File: src/rtl/sleep_wake_pkg.sv
// Shared constants and carrier types for the sleep, wake and thermal controller.
// Assumes a 100 MHz system clock; all timing counts are derived here.
package sleep_wake_pkg;

  // ****************************************************************
  // Clock and timing
  // ****************************************************************
  localparam int unsigned CLK_HZ           = 100_000_000;
  localparam int unsigned INT_BASE_MS      = 32;
  localparam int unsigned SCAN_BASE_US     = 1000;
  localparam int unsigned SCAN_WINDOW_US   = 125;
  localparam int unsigned WET_TIME_MS      = 20;
  localparam int unsigned INT_BASE_CYC     = INT_BASE_MS * (CLK_HZ / 1000);
  localparam int unsigned SCAN_BASE_CYC    = SCAN_BASE_US * (CLK_HZ / 1_000_000);
  localparam int unsigned SCAN_WINDOW_CYC  = SCAN_WINDOW_US * (CLK_HZ / 1_000_000);
  localparam int unsigned WET_CYC          = WET_TIME_MS * (CLK_HZ / 1000);

  // ****************************************************************
  // Serial frame layout
  // ****************************************************************
  localparam int unsigned FRAME_BITS       = 24;
  localparam logic [7:0]  OP_SLEEP         = 8'h0c;
  localparam int unsigned OP_MSB           = 23;
  localparam int unsigned OP_LSB           = 16;
  localparam int unsigned INT_FIELD_MSB    = 5;
  localparam int unsigned INT_FIELD_LSB    = 3;
  localparam int unsigned SCAN_FIELD_MSB   = 2;
  localparam int unsigned SCAN_FIELD_LSB   = 0;
  localparam logic [2:0]  INT_CODE_RST     = 3'h0;
  localparam logic [2:0]  SCAN_CODE_RST    = 3'h0;
  localparam int unsigned N_INPUTS         = 22;

  typedef enum logic [1:0] {
    MODE_NORMAL,
    MODE_SLEEP,
    MODE_SCAN
  } power_mode_e;

  typedef struct packed {
    logic [2:0] int_code;
    logic [2:0] scan_code;
  } sleep_timers_s;

  typedef struct packed {
    logic thermal_flag;
    logic int_flag;
  } so_flags_s;

endpackage : sleep_wake_pkg

File: src/rtl/wet_timer.sv
// One wetting-current timer per input for metallic contacts.
// Assumes closed and settings come from logic on sys_clk.
`timescale 1ns/1ns
module wet_timer #(
  parameter int unsigned WET_CYCLES = 2_000_000
) (
  input  wire logic sys_clk,
  input  wire logic rst_n,
  input  wire logic closed,
  input  wire logic metallic,
  input  wire logic timer_en,
  output logic      high_current
);
  localparam int unsigned CW = $clog2(WET_CYCLES + 1);

  logic [CW-1:0] cnt_q;
  logic [CW-1:0] cnt_d;
  logic          hi_q;
  logic          hi_d;

  always_comb begin
    cnt_d = cnt_q;
    hi_d  = 1'b0;
    if (!closed) begin
      cnt_d = '0;
    end else if (cnt_q != CW'(WET_CYCLES)) begin
      cnt_d = cnt_q + CW'(1);
    end
    if (metallic && closed) begin
      if (!timer_en) begin
        hi_d = 1'b1;
      end else begin
        hi_d = (cnt_q != CW'(WET_CYCLES));
      end
    end
  end

  always_ff @(posedge sys_clk or negedge rst_n) begin
    if (!rst_n) begin
      cnt_q <= '0;
      hi_q  <= 1'b0;
    end else begin
      cnt_q <= cnt_d;
      hi_q  <= hi_d;
    end
  end

  assign high_current = hi_q;

endmodule : wet_timer

File: src/rtl/sleep_wake_ctrl.sv
// Sleep, wake, scan and thermal controller of a multi-input switch monitor.
// Assumes SPI pins, wake and temperature lines are asynchronous to sys_clk;
// the 24-bit shift register is sampled on SCK rising edges found by sys_clk.
`timescale 1ns/1ns

// Notes on behaviour
// - Only a complete valid sleep command frame puts the device asleep.
// - Configuration held in registers stays unchanged while asleep.
// - Wake on input change, interrupt timer, wake pin, interrupt pin, chip select, reset.
// - Interrupt and chip-select wake need logic supply; interrupt wake needs wake pin high.
// - First serial output frame after a chip-select wake is invalid.
// - Sleep opcode 0x0c in bits 23:16, interrupt timer 5:3, scan timer 2:0.
// - Interrupt timer 32 ms doubling to 4.096 s; expiry raises interrupt and wakes.
// - Scan timer code 0 disables; 1 ms doubling to 64 ms.
// - On scan expiry inputs are active for about 125 us to sample switches.
// - Sampled states differing from pre-sleep states interrupt and wake when enabled.
// - No change restarts scan timer, tri-states inputs, stays asleep.
// - Both sleep timers are held inactive in normal operation.
// - Thermal monitor acts only in normal operation.
// - Over-temperature raises interrupt, forces 16 mA sources to 2 mA, sets flag.
// - Thermal flag clears on chip-select rise only when temperature is below limit.
// - Once cool, programmed current-source settings are used again.
// - Metallic inputs with timer enabled get high current for first 20 ms.
// - Metallic inputs with timer disabled get high current while closed.
// - Interrupt output stays low until host acknowledges with a serial transfer.
// - Closure while chip select is low keeps interrupt at the next chip-select rise.
module sleep_wake_ctrl
  import sleep_wake_pkg::*;
#(
  parameter int unsigned NIN      = N_INPUTS,
  parameter int unsigned INT_BASE = INT_BASE_CYC,
  parameter int unsigned SCAN_BASE = SCAN_BASE_CYC,
  parameter int unsigned WET_CYCLES = WET_CYC
) (
  input  wire logic                          sys_clk,
  input  wire logic                          rst_n,
  input  wire logic                          cs_n,
  input  wire logic                          sck,
  input  wire logic                          mosi,
  input  wire logic                          wake_n,
  input  wire logic                          int_pin_n,
  input  wire logic                          vdd_present,
  input  wire logic                          over_temp,
  input  wire logic [NIN-1:0]                switch_closed,
  input  wire logic [NIN-1:0]                int_enable,
  input  wire logic [NIN-1:0]                metallic,
  input  wire logic [NIN-1:0]                wet_timer_en,
  input  wire logic [NIN-1:0]                high_current_cfg,
  output logic                               int_out_n,
  output logic                               int_oe_n,
  output logic                               asleep,
  output logic                               inputs_active,
  output logic                               so_frame_invalid,
  output sleep_wake_pkg::so_flags_s          so_flags,
  output logic [NIN-1:0]                     current_16ma,
  output logic [NIN-1:0]                     wet_high
);

  // ****************************************************************
  // Synchronisers for pins from outside the clock domain
  // ****************************************************************
  localparam int unsigned NS = 8 + NIN;
  logic [NS-1:0] meta_q;
  logic [NS-1:0] sync_q;
  always_ff @(posedge sys_clk or negedge rst_n) begin
    if (!rst_n) begin
      meta_q <= {NS{1'b1}};
      sync_q <= {NS{1'b1}};
    end else begin
      meta_q <= {cs_n, sck, mosi, wake_n, int_pin_n, vdd_present ^ 1'b1, over_temp ^ 1'b1,
                 ~switch_closed, 1'b1};
      sync_q <= meta_q;
    end
  end

  logic           cs_s, sck_s, mosi_s, wake_s, intp_s, vdd_s, hot_s;
  logic [NIN-1:0] sw_s;
  assign cs_s   = sync_q[NS-1];
  assign sck_s  = sync_q[NS-2];
  assign mosi_s = sync_q[NS-3];
  assign wake_s = sync_q[NS-4];
  assign intp_s = sync_q[NS-5];
  assign vdd_s  = ~sync_q[NS-6];
  assign hot_s  = ~sync_q[NS-7];
  assign sw_s   = ~sync_q[NS-8 -: NIN];

  // ****************************************************************
  // Edge history and serial frame capture
  // ****************************************************************
  logic                  cs_p_q, sck_p_q, wake_p_q, intp_p_q;
  logic [FRAME_BITS-1:0] shift_q, shift_d;
  logic [4:0]            bits_q, bits_d;
  logic                  cs_fall, cs_rise, sck_rise, wake_fall, intp_fall;

  assign cs_fall   = cs_p_q & ~cs_s;
  assign cs_rise   = ~cs_p_q & cs_s;
  assign sck_rise  = ~sck_p_q & sck_s;
  assign wake_fall = wake_p_q & ~wake_s;
  assign intp_fall = intp_p_q & ~intp_s;

  always_comb begin
    shift_d = shift_q;
    bits_d  = bits_q;
    if (cs_fall) begin
      bits_d = '0;
    end else if (!cs_s && sck_rise) begin
      shift_d = {shift_q[FRAME_BITS-2:0], mosi_s};
      if (bits_q != 5'(FRAME_BITS + 1)) begin
        bits_d = bits_q + 5'h01;
      end
    end
  end

  logic sleep_cmd;
  assign sleep_cmd = cs_rise && (bits_q == 5'(FRAME_BITS))
                     && (shift_q[OP_MSB:OP_LSB] == OP_SLEEP);

  // ****************************************************************
  // Mode, timers and scan
  // ****************************************************************
  power_mode_e    mode_q, mode_d;
  sleep_timers_s  tmr_q, tmr_d;
  logic [31:0]    int_cnt_q, int_cnt_d;
  logic [31:0]    scan_cnt_q, scan_cnt_d;
  logic [NIN-1:0] ref_q, ref_d;
  logic [NIN-1:0] sw_prev_q;
  logic           int_q, int_d;
  logic           therm_q, therm_d;
  logic           closure_in_frame_q, closure_in_frame_d;
  logic           invalid_q, invalid_d;
  logic           wake_evt;
  logic [31:0]    int_period, scan_period;

  function automatic logic [31:0] period_of(input logic [31:0] base, input logic [2:0] sh);
    period_of = base << sh;
  endfunction : period_of

  assign int_period  = period_of(32'(INT_BASE), tmr_q.int_code);
  assign scan_period = period_of(32'(SCAN_BASE), tmr_q.scan_code - 3'h1);

  assign wake_evt = wake_fall
                  || (intp_fall && vdd_s && wake_s)
                  || (cs_fall && vdd_s);

  always_comb begin
    mode_d             = mode_q;
    tmr_d              = tmr_q;
    int_cnt_d          = '0;
    scan_cnt_d         = '0;
    ref_d              = ref_q;
    int_d              = int_q;
    therm_d            = therm_q;
    closure_in_frame_d = closure_in_frame_q;
    invalid_d          = invalid_q;
    if (!cs_s && |(sw_s & ~sw_prev_q)) begin
      closure_in_frame_d = 1'b1;
    end
    unique case (mode_q)
      MODE_NORMAL: begin
        if (cs_rise) begin
          if (!hot_s) begin
            therm_d = 1'b0;
          end
          if (!closure_in_frame_d) begin
            int_d = 1'b0;
          end
          closure_in_frame_d = 1'b0;
          invalid_d          = 1'b0;
        end
        // Events are applied after the clear, so one that lands on the clearing edge is never lost.
        if (|((sw_s ^ sw_prev_q) & int_enable)) begin
          int_d = 1'b1;
        end
        if (hot_s) begin
          therm_d = 1'b1;
          if (!therm_q) begin
            int_d = 1'b1;
          end
        end
        if (sleep_cmd) begin
          mode_d          = MODE_SLEEP;
          tmr_d.int_code  = shift_q[INT_FIELD_MSB:INT_FIELD_LSB];
          tmr_d.scan_code = shift_q[SCAN_FIELD_MSB:SCAN_FIELD_LSB];
          ref_d           = sw_s;
        end
      end
      MODE_SLEEP, MODE_SCAN: begin
        int_cnt_d = int_cnt_q + 32'h1;
        if (mode_q == MODE_SLEEP) begin
          if (tmr_q.scan_code != SCAN_CODE_RST) begin
            scan_cnt_d = scan_cnt_q + 32'h1;
          end
          if (scan_cnt_d >= scan_period) begin
            mode_d     = MODE_SCAN;
            scan_cnt_d = '0;
          end
        end else begin
          scan_cnt_d = scan_cnt_q + 32'h1;
          if (scan_cnt_q >= 32'(SCAN_WINDOW_CYC - 1)) begin
            scan_cnt_d = '0;
            if (|((sw_s ^ ref_q) & int_enable)) begin
              mode_d = MODE_NORMAL;
              int_d  = 1'b1;
            end else begin
              mode_d = MODE_SLEEP;
            end
          end
        end
        if (int_cnt_d >= int_period) begin
          mode_d = MODE_NORMAL;
          int_d  = 1'b1;
        end
        if (wake_evt) begin
          mode_d = MODE_NORMAL;
          if (cs_fall && vdd_s) begin
            invalid_d = 1'b1;
          end
        end
      end
      default: mode_d = MODE_NORMAL;
    endcase
  end

  always_ff @(posedge sys_clk or negedge rst_n) begin
    if (!rst_n) begin
      cs_p_q             <= 1'b1;
      sck_p_q            <= 1'b1;
      wake_p_q           <= 1'b1;
      intp_p_q           <= 1'b1;
      shift_q            <= '0;
      bits_q             <= '0;
      mode_q             <= MODE_NORMAL;
      tmr_q              <= '{int_code: INT_CODE_RST, scan_code: SCAN_CODE_RST};
      int_cnt_q          <= '0;
      scan_cnt_q         <= '0;
      ref_q              <= '0;
      sw_prev_q          <= '0;
      int_q              <= 1'b0;
      therm_q            <= 1'b0;
      closure_in_frame_q <= 1'b0;
      invalid_q          <= 1'b0;
    end else begin
      cs_p_q             <= cs_s;
      sck_p_q            <= sck_s;
      wake_p_q           <= wake_s;
      intp_p_q           <= intp_s;
      shift_q            <= shift_d;
      bits_q             <= bits_d;
      mode_q             <= mode_d;
      tmr_q              <= tmr_d;
      int_cnt_q          <= int_cnt_d;
      scan_cnt_q         <= scan_cnt_d;
      ref_q              <= ref_d;
      sw_prev_q          <= sw_s;
      int_q              <= int_d;
      therm_q            <= therm_d;
      closure_in_frame_q <= closure_in_frame_d;
      invalid_q          <= invalid_d;
    end
  end

  // ****************************************************************
  // Current sources and registered outputs
  // ****************************************************************
  // Settings live in the caller's registers and are only gated here, so
  // sleeping or overheating never rewrites them.
  logic [NIN-1:0] wet_raw;
  genvar gi;
  generate
    for (gi = 0; gi < NIN; gi++) begin : g_wet
      wet_timer #(
        .WET_CYCLES (WET_CYCLES)
      ) u_wet (
        .sys_clk      (sys_clk),
        .rst_n        (rst_n),
        .closed       (sw_s[gi]),
        .metallic     (metallic[gi]),
        .timer_en     (wet_timer_en[gi]),
        .high_current (wet_raw[gi])
      );
    end
  endgenerate

  logic           out_int_n_q, out_asleep_q, out_active_q, out_inv_q;
  so_flags_s      out_flags_q;
  logic [NIN-1:0] out_16_q, out_wet_q;
  logic           awake_d;
  logic           hot_gate;
  assign awake_d = (mode_d != MODE_SLEEP);
  // The live temperature, not the sticky flag, gates the sources, so drive returns as soon as the die cools.
  assign hot_gate = hot_s && (mode_d == MODE_NORMAL);

  always_ff @(posedge sys_clk or negedge rst_n) begin
    if (!rst_n) begin
      out_int_n_q  <= 1'b1;
      out_asleep_q <= 1'b0;
      out_active_q <= 1'b1;
      out_inv_q    <= 1'b0;
      out_flags_q  <= '0;
      out_16_q     <= '0;
      out_wet_q    <= '0;
    end else begin
      out_int_n_q  <= ~int_d;
      out_asleep_q <= (mode_d != MODE_NORMAL);
      out_active_q <= awake_d;
      out_inv_q    <= invalid_d;
      out_flags_q  <= '{thermal_flag: therm_d, int_flag: int_d};
      out_16_q     <= (hot_gate ? '0 : high_current_cfg) & {NIN{awake_d}};
      out_wet_q    <= (hot_gate ? '0 : wet_raw) & {NIN{awake_d}};
    end
  end

  assign int_out_n        = out_int_n_q;
  assign int_oe_n         = out_int_n_q; // Open drain: drive only while low.
  assign asleep           = out_asleep_q;
  assign inputs_active    = out_active_q;
  assign so_frame_invalid = out_inv_q;
  assign so_flags         = out_flags_q;
  assign current_16ma     = out_16_q;
  assign wet_high         = out_wet_q;

endmodule : sleep_wake_ctrl

File: config.mk
export PLATFORM = sky130hd
export DESIGN_NAME = sleep_wake_ctrl
export DESIGN_NICKNAME = d
export VERILOG_FILES = /design/src/rtl/sleep_wake_pkg.sv /design/src/rtl/wet_timer.sv /design/src/rtl/sleep_wake_ctrl.sv
export SDC_FILE = /design/constraint.sdc
export NUM_CORES = 1
export LEC_CHECK = 0
export ABC_AREA = 1
export BUFFER_PORTS_ARGS = -buffer_cell sky130_fd_sc_hd__buf_2
export CORE_ASPECT_RATIO = 1.2
export CORE_MARGIN = 2
export CORE_UTILIZATION = 50
export CTS_BUF_LIST = sky130_fd_sc_hd__clkbuf_16
export DETAILED_ROUTE_END_ITERATION = 16
export MAX_ROUTING_LAYER = met4
export PLACE_DENSITY = 0.71
export SLEW_MARGIN = 25
export SYNTH_ARGS = -nofsm -noshare
export SYNTH_HDL_FRONTEND = slang
export SYNTH_SLANG_ARGS = --single-unit
File: constraint.sdc
create_clock -name sys_clk -period 4.9 [get_ports sys_clk]
set_clock_uncertainty 0.1 [all_clocks]
set_input_delay 0 -clock sys_clk [delete_from_list [all_inputs] [get_ports sys_clk]]
set_output_delay 0 -clock sys_clk [all_outputs]
set_load 0.02 [all_outputs]
==> run metrics <==
top sig layer met4; synthesized area per cell 8.17 um2; Mapped Cells 4550; Final Critical Period 4.41 ns; Simple-Gate Fraction of Synth Area 22.8%; Port Buffers 169; I/O pins 170; hold_ws 0.0435 ns; unrepaired setup endpoints after global routing false; Synth area leader dfrtp_1; htree depth 3; Routed WL 88.2 mm; placed cell areas 0.0390 mm2; DRT met1 WL 38.8 mm; wire length on met3 4.25 mm; largest net degree at the start of global routing 162; CP endpoint kind flop; Clk pin slew, worst setup/hold paths 0.06 ns; Worst Path Required 5.35 ns; Final Hold Viols 0; Worst Tran Pin Value 0.901 ns; # DRC 0; crit path DAT 4.86 ns; Pleak 19.7 nW; synth warn 0; Root Buffer Master clkbuf_16; max frequency 0.227 GHz; num rows 109; area share of the largest cell type after synthesis 45.7%; die area 0.0765 mm2; pwr dens 304 mW/mm2; # fillers 6532; total power 0.0131 W; Async S/R FF share, synth 100%; Avg WL per Cell 14.9 um; Total GRT Usage 23.9%; Setup TNS 0 ns; Synth cell types 57; Vias 31200; core region area 0.0736 mm2; first-pass GRT wire length 145 mm; worst-path fanout max 11; HP Class in2reg; final setup vio count 0; top cells by area, synth dfrtp_1 (46%), inv_1 (7.8%), nand2_1 (7.1%), nor2_1 (5.2%), a21oi_1 (5.1%); Final Max Tran Viols 0; share of cells above drive strength 1 8.66%; Area growth syn-to-layout 16.2%; Slew HR 40.0%; final instance area 0.0432 mm2; most frequent cell after synthesis inv_1; synthesized-area fraction occupied by adder cells 4.31%; Inserted Clock Buffers 79; VDD IR-drop max 294 uV; outcome completed; Most used DFF post-synth dfrtp_1; Die Wd 253 um; DR WL met2 42.8 mm; largest family of logic cells by synthesized area simple AND/OR/NAND/NOR gates; Final GP Congestion 0.907; maximum clock insertion buffer count 3; initial antenna violation count 5; XOR/XNOR Fraction of Synth Area 1.63%; synthesized area 0.0372 mm2; clock tree sinks 742; vias in the first global route 30400; initial core utilization 50.5%; final worst-path cycle share 90.0%; hpwl dp 61.3 mm; final core occ 58.6%; register area share after synthesis 50.2%; GR Overflow Total 0; max-cap check violation count 0; CP Launch Type flop; Pre-Repair DR Iteration Count 8; fin nets 5138; Die H 303 um; post-synthesis mux area share 0.333%; DR iter-0 viols 2079; Yosys reg bits 742; CTS tree built; DRT antenna net count 0; compound-gate portion of the synthesized area 11.9%; DR vias/cell 5.29; clock latency at the later pin of the worst-skew pair 0.63 ns; critical path class reg2reg; Post-synth EDFFs 0; Synth top cells by count inv_1 (769), nand2_1 (701), dfrtp_1 (678), nor2_1 (516), a21oi_1 (375)
-- layer usage --
layer	GRT usage, %	vias to the layer above
met5	-	-
met2	40.1	602
met4	7.93	0
li1	-	15700
met3	3.35	143
met1	29.7	14800
-- final timing paths --
check / depth (start not counted) / end / from / slack, ns
worst min-delay path: 4 / g_wet[1].u_wet.high_current / metallic[1] / 0.04
worst max-delay path: 27 / wet_high[19] / int_cnt_q[0] / 0.49
worst max register to register: 27 / wet_high[19] / int_cnt_q[0] / 0.49
max in group asynchronous: 4 / g_wet[1].u_wet.cnt_q[15] / rst_n / 3.29
worst min register to register: 0 / sync_q[24] / meta_q[24] / 0.25
min in group asynchronous: 3 / int_oe_n / rst_n / 0.49
-- through the flow --
stage / cells / setup WS (ns)
floorplan: 4557 / 1.13
global route: 5903 / 0.107
detailed placement: 5605 / 0.101
global placement: 5605 / 0.250
CTS: 5891 / 0.0970
finish: 5903 / 0.490
-- layout by cell type (no fill, tap or decap), types with 6 or more instances in the layout --
cell type / n
clkbuf_16: 81
nand3_1: 157
dfstp_2: 64
xor2_1: 48
mux2_2: 11
inv_1: 790
dlygate4sd3_1: 139
conb_1: 8
xnor2_1: 21
or2_2: 11
ha_1: 128
buf_12: 7
a31oi_1: 23
clkinv_1: 18
nand4_1: 114
nor2_4: 7
nor4_1: 110
a21oi_1: 375
buf_2: 168
o21ai_0: 352
dfrtp_1: 678
clkinv_2: 13
o21a_1: 15
o22ai_1: 13
nand3b_1: 6
nand2_1: 700
nor2_2: 18
nor2_1: 516
nor3_1: 248
buf_4: 12
bufinv_16: 10
a211oi_1: 26
-- area by class of cell --
type / instances / area (um2) / share of cell area, %
Clock inverter: 65 / 554 / 1.28
Tap cell: 943 / 1180 / 2.73
Multi-Input combinational cell: 2965 / 15300 / 35.5
Timing Repair Buffer: 328 / 2500 / 5.80
Clock buffer: 81 / 2030 / 4.70
Antenna cell: 4 / 10.0 / 0.0232
Sequential cell: 742 / 18600 / 43.2
Inverter: 775 / 2910 / 6.74
-- kinds of logic (layout without fill, tap and decap cells) --
group / Yosys count / count (layout)
AOI/OAI and AO/OA: 835 / 835
other: 1 / 12
muxes: 11 / 11
buffers and inverters: 853 / 1249
DFF: 742 / 742
adders and majority gates: 128 / 128
and+or+nand+nor: 1911 / 1914
xor gates and xnor gates: 69 / 69
-- worst max-delay path: stages, from the launching register on --
cell      delay [ns]
dfrtp_1         0.37
ha_1            0.20
nand2_1         0.07
nor2_1          0.18
nand2_1         0.12
nor2_1          0.17
inv_1           0.11
nor3_1          0.22
nor3b_2         0.28
nand4_1         0.15
or2_2           0.31
xor2_1          0.17
inv_1           0.06
ha_1            0.28
inv_1           0.07
nor3_1          0.05
a211oi_1        0.22
nand2_1         0.08
nand2_1         0.07
nand4_1         0.11
nor2_1          0.11
nand2_1         0.06
nand2_1         0.12
nand2_1         0.12
nand2_4         0.19
nor2_4          0.05
buf_12          0.18
nor2_1          0.11
-- state kept, by name, indices dropped and copies added, names as in the netlist, 2 cells and up --
signal / flops
g_wet.u_wet.cnt_q: 462
int_cnt_q: 32
scan_cnt_q: 32
meta_q: 29
sync_q: 29
shift_q: 24
current_16ma: 22
g_wet.u_wet.high_current: 22
ref_q: 22
sw_prev_q: 22
wet_high: 22
tmr_q: 6
bits_q: 5
mode_q: 2
so_flags: 2
-- power by group --
| part | internal [W] | switching, W |
|---|---|---|
| Combinational | 0.000270 | 0.000459 |
| Sequential | 0.00629 | 0.000113 |
| Clock | 0.00352 | 0.00247 |
-- what timing repair did --
item                                    CTS  global route
hold buffers                            140             0
endpoints found under the hold margin   203             0
resized for setup                         0             2
buffers inserted                          0             5
endpoints found under the setup margin    0            44
No activity file was read; power rests on OpenSTA's default activity.
